`src/hw/abo_pkg.sv`:
```
// constants and types for the branch and arithmetic operation slice
// ----------------------------------------------------------------
// Behaviour
// RULE_01 - pc relative sum adds sign-extended immediate to bundle address
// RULE_02 - saturating add clamps the 32-bit signed sum instead of wrapping
// RULE_03 - packed halfword sum saturates each signed 16-bit lane separately
// RULE_04 - overflow test writes nonzero when the saturating add would clamp
// RULE_05 - bitwise and, and complement-first-then-and, register or immediate
// RULE_06 - logical and gives one when both operands nonzero; general or branch
// RULE_07 - quad byte average sums four bytes per lane plus rounding, shifts two
// RULE_08 - software waits one cycle for quad average and avoids link destination
// RULE_09 - restricted destinations never name the link register
// RULE_10 - pairwise byte average adds one if rounding nonzero, shifts one
// RULE_11 - conditional jumps add offset times four to bundle address on condition
// RULE_12 - jumps and jump-and-link sit in the first syllable of a bundle
// RULE_13 - trap always raises the illegal opcode exception
// RULE_14 - jump via link goes to link address and links the next bundle
// RULE_15 - software spaces link register writers before jump via link
// RULE_16 - leading zero count of the 32-bit source
// RULE_17 - equality compare with immediate writes a branch register
// RULE_18 - branch register consumed by jumps two cycles after compare
// RULE_19 - float add placed at even address, result read after two cycles
// RULE_20 - float add does single precision addition of two operands
// RULE_21 - no operation other than trap raises an exception
// ----------------------------------------------------------------
package abo_pkg;
	localparam int ABO_W        = 32;
	localparam int ABO_OFS_W    = 23;
	localparam int ABO_OFS_SHL  = 2;
	localparam int ABO_BUNDLE_B = 4;
	localparam logic [31:0] ABO_RST_WORD = 32'h0000_0000;
	localparam logic [3:0]  ABO_RST_BR   = 4'h0;
	localparam logic [3:0]  ABO_NEXT_INC = 4'h8;

	typedef enum logic [4:0] {
		ABO_OP_NONE    = 5'h00,
		ABO_OP_PCSUM   = 5'h01,
		ABO_OP_SATADD  = 5'h03,
		ABO_OP_HSATADD = 5'h02,
		ABO_OP_SATTEST = 5'h06,
		ABO_OP_AND     = 5'h07,
		ABO_OP_ANDC    = 5'h05,
		ABO_OP_LAND    = 5'h04,
		ABO_OP_AVG4    = 5'h0c,
		ABO_OP_AVG2    = 5'h0d,
		ABO_OP_JTRUE   = 5'h0f,
		ABO_OP_JFALSE  = 5'h0e,
		ABO_OP_TRAP    = 5'h0a,
		ABO_OP_JLINK   = 5'h0b,
		ABO_OP_CLZ     = 5'h09,
		ABO_OP_CMPEQ   = 5'h08,
		ABO_OP_FADD    = 5'h18
	} abo_op_e;

	typedef struct packed {
		logic [31:0] result;
		logic [3:0]  br_result;
		logic        res_valid;
		logic        br_valid;
		logic        jump_take;
		logic [31:0] jump_target;
		logic        link_we;
		logic [31:0] link_data;
		logic        trap;
	} abo_state_s;
endpackage

```
`src/hw/abo_unit.sv`:
```
// execution slice for the branch and arithmetic operation run
`timescale 1ns/1ps
module abo_unit (
	input  wire logic           clk_sys,
	input  wire logic           rstn,
	input  wire logic           op_valid,
	input  wire abo_pkg::abo_op_e op_code,
	input  wire logic [31:0]    src1,
	input  wire logic [31:0]    src2,
	input  wire logic [31:0]    imm,
	input  wire logic           use_imm,
	input  wire logic [3:0]     bsrc1,
	input  wire logic [3:0]     bsrc2,
	input  wire logic           land_br_src,
	input  wire logic [3:0]     bcond,
	input  wire logic [22:0]    jump_ofs,
	input  wire logic [31:0]    current_bundle_address,
	input  wire logic [31:0]    next_bundle_address,
	input  wire logic [31:0]    link_value,
	output logic [31:0]         result,
	output logic                res_valid,
	output logic [3:0]          br_result,
	output logic                br_valid,
	output logic                jump_take,
	output logic [31:0]         jump_target,
	output logic                link_we,
	output logic [31:0]         link_data,
	output logic                illegal_opcode_trap
);
	import abo_pkg::*;

	abo_state_s st_reg;
	abo_state_s st_next;

	// ----------------------------------------------------------------
	// helpers
	// ----------------------------------------------------------------
	function automatic logic [32:0] sum33(input logic [31:0] a, input logic [31:0] b);
		sum33 = {a[31], a} + {b[31], b};
	endfunction

	function automatic logic sat_ovf(input logic [31:0] a, input logic [31:0] b);
		logic [32:0] s;
		s = sum33(a, b);
		sat_ovf = s[32] ^ s[31];
	endfunction

	function automatic logic [15:0] sat16(input logic [15:0] a, input logic [15:0] b);
		logic [16:0] s;
		s = {a[15], a} + {b[15], b};
		if (s[16] ^ s[15])
			sat16 = s[16] ? 16'h8000 : 16'h7fff;
		else
			sat16 = s[15:0];
	endfunction

	function automatic logic [5:0] clz32(input logic [31:0] a);
		logic [5:0] n;
		logic       hit;
		n = 6'd32;
		hit = 1'b0;
		for (int i = 31; i >= 0; i--) begin
			if (!hit && a[i]) begin
				n = 6'(31 - i);
				hit = 1'b1;
			end
		end
		clz32 = n;
	endfunction

	function automatic logic [15:0] avg4(input logic [31:0] a, input logic [31:0] b,
		input int lane, input logic [1:0] rnd);
		logic [9:0] s;
		s = {8'h00, rnd} + {2'b00, a[lane*16 +: 8]} + {2'b00, a[lane*16+8 +: 8]}
			+ {2'b00, b[lane*16 +: 8]} + {2'b00, b[lane*16+8 +: 8]};
		avg4 = {8'h00, s[9:2]};
	endfunction

	function automatic logic [31:0] fadd32(input logic [31:0] a, input logic [31:0] b);
		logic [31:0] x;
		logic [31:0] y;
		logic [26:0] mx;
		logic [26:0] my;
		logic [27:0] m;
		logic [24:0] r;
		logic [9:0]  e;
		logic [7:0]  d;
		x = (a[30:0] >= b[30:0]) ? a : b;
		y = (a[30:0] >= b[30:0]) ? b : a;
		mx = {1'b1, x[22:0], 3'b000};
		my = (y[30:23] == 8'h00) ? 27'h0 : {1'b1, y[22:0], 3'b000};
		e = {2'b00, x[30:23]};
		d = x[30:23] - y[30:23];
		for (int i = 0; i < 27; i++) begin
			if (i < int'(d))
				my = {1'b0, my[26:2], my[1] | my[0]};
		end
		if (x[31] ^ y[31])
			m = {1'b0, mx} - {1'b0, my};
		else
			m = {1'b0, mx} + {1'b0, my};
		if (m[27]) begin
			m = {1'b0, m[27:2], m[1] | m[0]};
			e = e + 10'd1;
		end
		for (int i = 0; i < 26; i++) begin
			if (!m[26] && m != 28'h0) begin
				m = {m[26:0], 1'b0};
				e = e - 10'd1;
			end
		end
		r = {1'b0, m[26:3]} + {24'h0, m[2] & (m[3] | m[1] | m[0])};
		e = e + {9'h0, r[24]};
		if (x[30:23] == 8'hff)
			fadd32 = (y[30:23] == 8'hff && x[31] != y[31] && x[22:0] == 23'h0) ?
				32'h7fc0_0000 : x;
		else if (x[30:23] == 8'h00)
			fadd32 = {x[31] & y[31], 31'h0};
		else if (m == 28'h0)
			fadd32 = 32'h0;
		else if (e[9] || e == 10'h000)
			fadd32 = {x[31], 31'h0};
		else if (e >= 10'd255)
			fadd32 = {x[31], 8'hff, 23'h0};
		else
			fadd32 = {x[31], e[7:0], r[24] ? r[23:1] : r[22:0]};
	endfunction

	// ----------------------------------------------------------------
	// next state
	// ----------------------------------------------------------------
	always_comb begin
		logic [31:0] opnd2;
		logic [32:0] s33;
		logic [8:0]  bsum;
		logic        a_nz;
		logic        b_nz;
		opnd2 = use_imm ? imm : src2;
		s33 = sum33(src1, src2);
		bsum = 9'h000;
		a_nz = 1'b0;
		b_nz = 1'b0;
		st_next = st_reg;
		st_next.res_valid = 1'b0;
		st_next.br_valid = 1'b0;
		st_next.jump_take = 1'b0;
		st_next.link_we = 1'b0;
		st_next.trap = 1'b0; // [RULE_21]
		if (op_valid) begin
			unique case (op_code)
				ABO_OP_PCSUM: begin
					st_next.result = current_bundle_address + imm; // [RULE_01]
					st_next.res_valid = 1'b1;
				end
				ABO_OP_SATADD: begin
					if (s33[32] ^ s33[31]) // [RULE_02]
						st_next.result = s33[32] ? 32'h8000_0000 : 32'h7fff_ffff;
					else
						st_next.result = s33[31:0];
					st_next.res_valid = 1'b1;
				end
				ABO_OP_HSATADD: begin
					st_next.result = {sat16(src1[31:16], src2[31:16]),
						sat16(src1[15:0], src2[15:0])}; // [RULE_03]
					st_next.res_valid = 1'b1;
				end
				ABO_OP_SATTEST: begin
					st_next.result = {31'h0, sat_ovf(src1, src2)}; // [RULE_04]
					st_next.res_valid = 1'b1;
				end
				ABO_OP_AND: begin
					st_next.result = src1 & opnd2; // [RULE_05]
					st_next.res_valid = 1'b1;
				end
				ABO_OP_ANDC: begin
					st_next.result = ~src1 & opnd2; // [RULE_05]
					st_next.res_valid = 1'b1;
				end
				ABO_OP_LAND: begin
					a_nz = land_br_src ? (bsrc1 != 4'h0) : (src1 != 32'h0);
					b_nz = land_br_src ? (bsrc2 != 4'h0) : (src2 != 32'h0);
					st_next.result = {31'h0, a_nz & b_nz}; // [RULE_06]
					st_next.br_result = {3'h0, a_nz & b_nz};
					st_next.res_valid = 1'b1;
					st_next.br_valid = 1'b1;
				end
				ABO_OP_AVG4: begin
					st_next.result = {avg4(src1, src2, 1, bcond[1:0]),
						avg4(src1, src2, 0, bcond[1:0])}; // [RULE_07]
					st_next.res_valid = 1'b1;
				end
				ABO_OP_AVG2: begin
					for (int j = 0; j < 4; j++) begin
						bsum = {1'b0, src1[j*8 +: 8]} + {1'b0, src2[j*8 +: 8]}
							+ {8'h00, bcond != 4'h0};
						st_next.result[j*8 +: 8] = bsum[8:1]; // [RULE_10]
					end
					st_next.res_valid = 1'b1;
				end
				ABO_OP_JTRUE, ABO_OP_JFALSE: begin
					st_next.jump_target = current_bundle_address
						+ {{7{jump_ofs[22]}}, jump_ofs, 2'b00}; // [RULE_11]
					st_next.jump_take = (op_code == ABO_OP_JTRUE) ?
						(bcond != 4'h0) : (bcond == 4'h0); // [RULE_11]
				end
				ABO_OP_TRAP: st_next.trap = 1'b1; // [RULE_13]
				ABO_OP_JLINK: begin
					st_next.jump_target = link_value; // [RULE_14]
					st_next.jump_take = 1'b1;
					st_next.link_data = next_bundle_address;
					st_next.link_we = 1'b1;
				end
				ABO_OP_CLZ: begin
					st_next.result = {26'h0, clz32(src1)}; // [RULE_16]
					st_next.res_valid = 1'b1;
				end
				ABO_OP_CMPEQ: begin
					st_next.br_result = {3'h0, src1 == imm}; // [RULE_17]
					st_next.br_valid = 1'b1;
				end
				ABO_OP_FADD: begin
					st_next.result = fadd32(src1, src2); // [RULE_20]
					st_next.res_valid = 1'b1;
				end
				default: ;
			endcase
		end
	end

	always_ff @(posedge clk_sys or negedge rstn) begin
		if (!rstn)
			st_reg <= '0;
		else
			st_reg <= st_next;
	end

	assign result = st_reg.result;
	assign res_valid = st_reg.res_valid;
	assign br_result = st_reg.br_result;
	assign br_valid = st_reg.br_valid;
	assign jump_take = st_reg.jump_take;
	assign jump_target = st_reg.jump_target;
	assign link_we = st_reg.link_we;
	assign link_data = st_reg.link_data;
	assign illegal_opcode_trap = st_reg.trap;
endmodule

```
`config.mk`:
```
export PLATFORM = sky130hd
export DESIGN_NAME = abo_unit
export DESIGN_NICKNAME = d
export VERILOG_FILES = /design/src/hw/abo_pkg.sv /design/src/hw/abo_unit.sv
export SDC_FILE = /design/constraint.sdc
export NUM_CORES = 2
export LEC_CHECK = 0
export BUFFER_PORTS_ARGS = -buffer_cell sky130_fd_sc_hd__clkbuf_2
export CAP_MARGIN = 20
export CORE_MARGIN = 3
export CORE_UTILIZATION = 55
export DETAILED_ROUTE_END_ITERATION = 8
export PLACE_DENSITY = 0.74
export SLEW_MARGIN = 20
export SYNTH_ARGS = -nofsm -noshare
export SYNTH_HDL_FRONTEND = slang
export SYNTH_SLANG_ARGS = --single-unit
```
`constraint.sdc`:
```
create_clock -name clk_sys -period 1.3 [get_ports clk_sys]
set_clock_uncertainty 0.1 [all_clocks]
set_input_delay 0.065 -clock clk_sys [delete_from_list [all_inputs] [get_ports clk_sys]]
set_output_delay 0.065 -clock clk_sys [all_outputs]
set_load 0.1 [all_outputs]
```
==> flow_summary_export.csv, run 1 <==
group,metric,value,unit
outcome,outcome,"did not finish",
outcome,haltStage,"global routing",
outcome,error,"[ERROR GRT-0116] Global routing finished with congestion. Check the congestion regions in the DRC Viewer.",
synthesis,syn_area,38700,um2
grt,grt_pass1_wl,602000,um
synthesis,ys_seq_area_frac,0.0659,
clock_network,htree_levels,3,
clock_network,ctsLongestPathBuffers,2,
place,place_area,60500,um2
synthesis,ys_top_cells_by_area,"ha_1 (7.2%), xnor2_1 (6.8%), dfrtp_1 (6.6%)",
synthesis,synth_cell_types,148,
floorplanning,ios,342,
grt,grt-ovfl-total,6608,
clock_network,cts_buffers,9,
grt,grtUsageTotal,1.06,
synthesis,synth-seq-cells,102,
synthesis,synth_edf_count,0,
synthesis,ys.flop_type,"dfrtp_1",
synthesis,syn_avg_cell_area,6.77,um2
floorplanning,die-height,271,um
clock_network,cts_sinks,102,
place,gp_congestion,1.30,
place,port_buffers,338,
place,hpwlAfterDp,197000,um
synthesis,syn_inst,5717,
synthesis,yosysWarnings,0,
floorplanning,initial_core_util,0.560,
clock_network,cts-root-buf,"clkbuf_16",
synthesis,synthArstFlopShare,1.00,
floorplanning,rows,96,
synthesis,synth_top_cell_by_area,"ha_1",
floorplanning,die_w,271,um
grt,grt_start_max_net_pins,51,
synthesis,yosysTopAreaCellShare,0.0721,
grt,grt_pass1_vias,88625,
## stage by stage
step	instances	hold slack, ns	utilization	worst slack (ns)
detailed placement	9103	-0.0955	0.874	-26.14
floorplan	5719	-0.331	-	-24.08
CTS	9284	0.000308	0.928	-24.18
global placement	9103	-0.0987	0.874	-24.29
## cell families after synthesis
| logic type | after synthesis | share of synthesized area |
|---|---|---|
| compound gates | 1790 | 0.310 |
| xor+xnor | 448 | 0.103 |
| fa+ha+maj | 266 | 0.0938 |
| buf+inv | 541 | 0.0625 |
| flops | 102 | 0.0659 |
| mux | 247 | 0.0687 |
| other cells | 1 | 0.0000968 |
| simple gates | 2322 | 0.296 |
## routing by layer
layer	GRT overflow	track usage
met1	622	0.959
met5	98	0.881
met4	1368	1.14
met2	4045	1.25
met3	475	0.932
## Yosys cell counts, drive strengths merged (91+ instances only)
master,count
o21ai,362
mux2i,159
nand3,207
nor4,97
nand4,91
nor3,191
a21oi,519
xnor2,306
nand2,577
clkbuf,167
dfrtp,102
xor2,141
nor2,682
inv,232
buf,139
ha,223
## repair_timing
item | CTS
endpoints found under the hold margin | 156
buffers inserted | 117
gates cloned | 11
hold buffers | 55
pin swaps | 166
endpoints found under the setup margin | 107
resized for setup | 362
==> run 2, diff against run 1 <==
CORE_UTILIZATION = 40   (was 55)
PLACE_DENSITY = default   (was 0.74)
PLACE_DENSITY_LB_ADDON = 0.15   (was default)
==> run 2 against run 1 <==
  * The flow now finishes, with violations (setup timing)
  * Synthesized area unchanged
  * Synthesized cell count is the same
==> flow_summary_export.csv, run 2 <==
group,metric,value,unit
detailed_routing,drt-total-wl,231000,um
outcome,outcome,"finished with violations",
synthesis,syn_area,38700,um2
synthesis,syn_inst,5717,
place,hpwlAfterDp,188000,um
pwr,p_clk_frac,0.017,
synthesis,yosysMostFrequentCell,"nor2_1",
floorplanning,initial_core_util,0.406,
synthesis,ys.flop_type,"dfrtp_1",
sta,period_needed,26.43,ns
detailed_routing,drtPass1Iterations,8,
cells_and_area,drive_gt1_frac,0.429,
pwr,pwr-share-comb,0.952,
clock_network,clkTransAtPathRegs,0.08,ns
hold_path,min_path_type,"in -> async",
grt,grt_pass1_wl,341000,um
pwr,swShare,0.516,
clock_network,cts_sinks,102,
place,place_inst,9606,
place,port_buffers,338,
synthesis,synth_cell_types,148,
sta,report.final.slew_viol_count,0,
critical_path,crit_path_end_kind,"flip-flop",
clock_network,htree_levels,3,
synthesis,synth-adder-area-share,0.0938,
sta,setup_viol,96,
synthesis,synth-seq-cells,102,
pwr,ir_worst_vdd,2090,uV
critical_path,cpPeakStageDelay,0.75,ns
critical_path,cp-start-kind,"input pin",
cells_and_area,final_cell_count_no_fill,9808,
synthesis,synthArstFlopShare,1.00,
synthesis,synth_edf_count,0,
floorplanning,rows,113,
sta,final_hold_viol_count,0,
critical_path,worstPathMaxFanout,8,
cells_and_area,nNetsFinal,9029,
synthesis,ys_seq_area_frac,0.0659,
synthesis,yosysTopAreaCellShare,0.0721,
grt,grtUsageTotal,0.436,
floorplanning,die_w,317,um
detailed_routing,drtIter0Drc,6594,
sta,rsz0062_at_grt,"yes",
floorplanning,die-height,317,um
sta,period_share,20.3,
synthesis,synth.mux.area_fraction,0.0687,
clock_network,cts-root-buf,"clkbuf_16",
synthesis,ys_top_cells_by_count,"nor2_1 (670), nand2_1 (573), a21oi_1 (509), xnor2_1 (300), o21ai_0 (284)",
sta,worstMarginPinSlew,0.880,ns
detailed_routing,wl_per_cell,23.5,um
sta,max_slew_margin,0.405,
clock_network,ctsLongestPathBuffers,2,
grt,grt_pass1_vias,57401,
synthesis,synth-xor-area-share,0.103,
critical_path,reg2reg_depth,4,
pwr,powerDensity,2430,nW/um2
sta,fin_ws,-25.13,ns
cells_and_area,mostFrequentLayoutCells,"buf_4 (2,682), nor2_1 (645), nand2_1 (556), a21oi_1 (455), xnor2_1 (293)",
synthesis,synth_compound_area_frac,0.310,
grt,grt-ovfl-total,0,
clock_network,worstSkewPairLatency,0.37,ns
cells_and_area,syn2layout_area_growth,69.4,%
pwr,p_int,0.0774,W
pwr,seqPwrFrac,0.031,
synthesis,synth_top_cell_by_area,"ha_1",
outcome,violations,"setup timing",
detailed_routing,viasPerCell,5.99,
floorplanning,core,95400,um2
clock_network,cts_buffers,9,
grt,antenna_found_initial,21,
critical_path,cp.arrival,26.63,ns
pwr,p_leak,30.4,nW
synthesis,synth_top_family_by_area,"compound AO/OA/AOI/OAI gates",
flow_run,maxCapViolations,0,
place,gp_congestion,1.06,
synthesis,syn_avg_cell_area,6.77,um2
sta,fmax,37.8,MHz
floorplanning,die_area,101000,um2
detailed_routing,drcViolationCount,0,
critical_path,cp.required,1.50,ns
cells_and_area,multi_input_comb_area,36100,um2
clock_network,cts_tree,"yes",
detailed_routing,antenna_left,0,
critical_path,worstSetupPathType,"in -> reg",
detailed_routing,vias,58722,
pwr,p_switching,0.0824,W
floorplanning,ios,342,
cells_and_area,nFillCells,8180,
cells_and_area,layout_commonest_cell,"buf_4",
synthesis,yosysWarnings,0,
critical_path,crit_slowest_cell,"nor4b_1",
synthesis,synth-simple-area-share,0.296,
sta,hold_slack,0.0639,ns
grt,grt_start_max_net_pins,44,
pwr,p_total,0.160,W
cells_and_area,seq_area,2560,um2
synthesis,ys_top_cells_by_area,"ha_1 (7.2%), xnor2_1 (6.8%), dfrtp_1 (6.6%)",
[run 2: path summary, 6_finish.rpt]
kind / end / slack (ns) / startpoint
min reg2reg: link_data[14] / 0.41 / link_data[14]
max reg2reg: result[14] / 0.19 / result[14]
max: result[22] / -25.13 / src2[10]
min in group clk_sys: jump_target[0] / 0.09 / current_bundle_address[0]
min: jump_target[3] / 0.06 / rstn
max in group asynchronous: result[22] / 0.46 / rstn
[run 2: logic make-up (layout without fill, tap and decap cells)]
logic type / Yosys count / after routing
other: 1 / 13
adders and majority gates: 266 / 266
muxes: 247 / 247
AOI/OAI and AO/OA: 1790 / 1790
xor gates and xnor gates: 448 / 448
and+or+nand+nor: 2322 / 2323
buffers and inverters: 541 / 3354
DFF: 102 / 102
[run 2: metal layers]
metal	global-route usage	part of all wire
met3	0.0988	0.10
met2	0.706	0.44
met4	0.229	0.067
met1	0.538	0.39
met5	0	0.00062
[run 2: critical path: cells and delay by family]
kind | cells | cell delay [ns]
AOI/OAI and AO/OA | 46 | 8.47
and+or+nand+nor | 31 | 6.42
adders and majority gates | 17 | 4.01
buffers and inverters | 26 | 3.53
muxes | 13 | 3.39
xor gates and xnor gates | 2 | 0.64
[run 2: area by class of cell]
cell class | instances | share of cell area
clock buffers | 9 | 0.00343
diodes | 10 | 0.000381
inverters | 234 | 0.0137
well taps | 1265 | 0.0241
clock inverters | 7 | 0.000858
multi-input cells | 5077 | 0.551
repair buffers | 3104 | 0.368
flip-flops and latches | 102 | 0.0390
[run 2: power groups by stage]
stage                     Clock [W]  Sequential (W)  Combinational (W)
after detailed placement          0         0.00484              0.141
final                       0.00271         0.00489              0.152
after CTS                   0.00266         0.00479              0.146
after floorplan                   0          0.0100             0.0634
after global placement            0         0.00480              0.140
after global routing        0.00282         0.00493              0.162
[run 2: what timing repair did]
action / 4_1_cts / 5_1_grt
cloned: 2 / 0
endpoints found under the setup margin: 100 / 102
buffers inserted: 63 / 48
pin swaps: 126 / 111
hold endpoints to repair: 165 / 0
resized for setup: 193 / 158
hold buffers: 65 / 0
[run 2: per-stage QoR]
step / setup TNS, ns / setup slack, ns / instance area (um2) / util
global route: -868.45 / -25.73 / 65600 / 0.687
CTS: -807.45 / -24.11 / 64400 / 0.675
detailed placement: -881.76 / -25.59 / 62100 / 0.651
finish: -843.62 / -25.13 / 65600 / 0.687
global placement: -870.15 / -25.34 / 62100 / 0.651
floorplan: -802.71 / -24.08 / 39900 / -
Note: power is estimated with default switching activity, not from simulation.
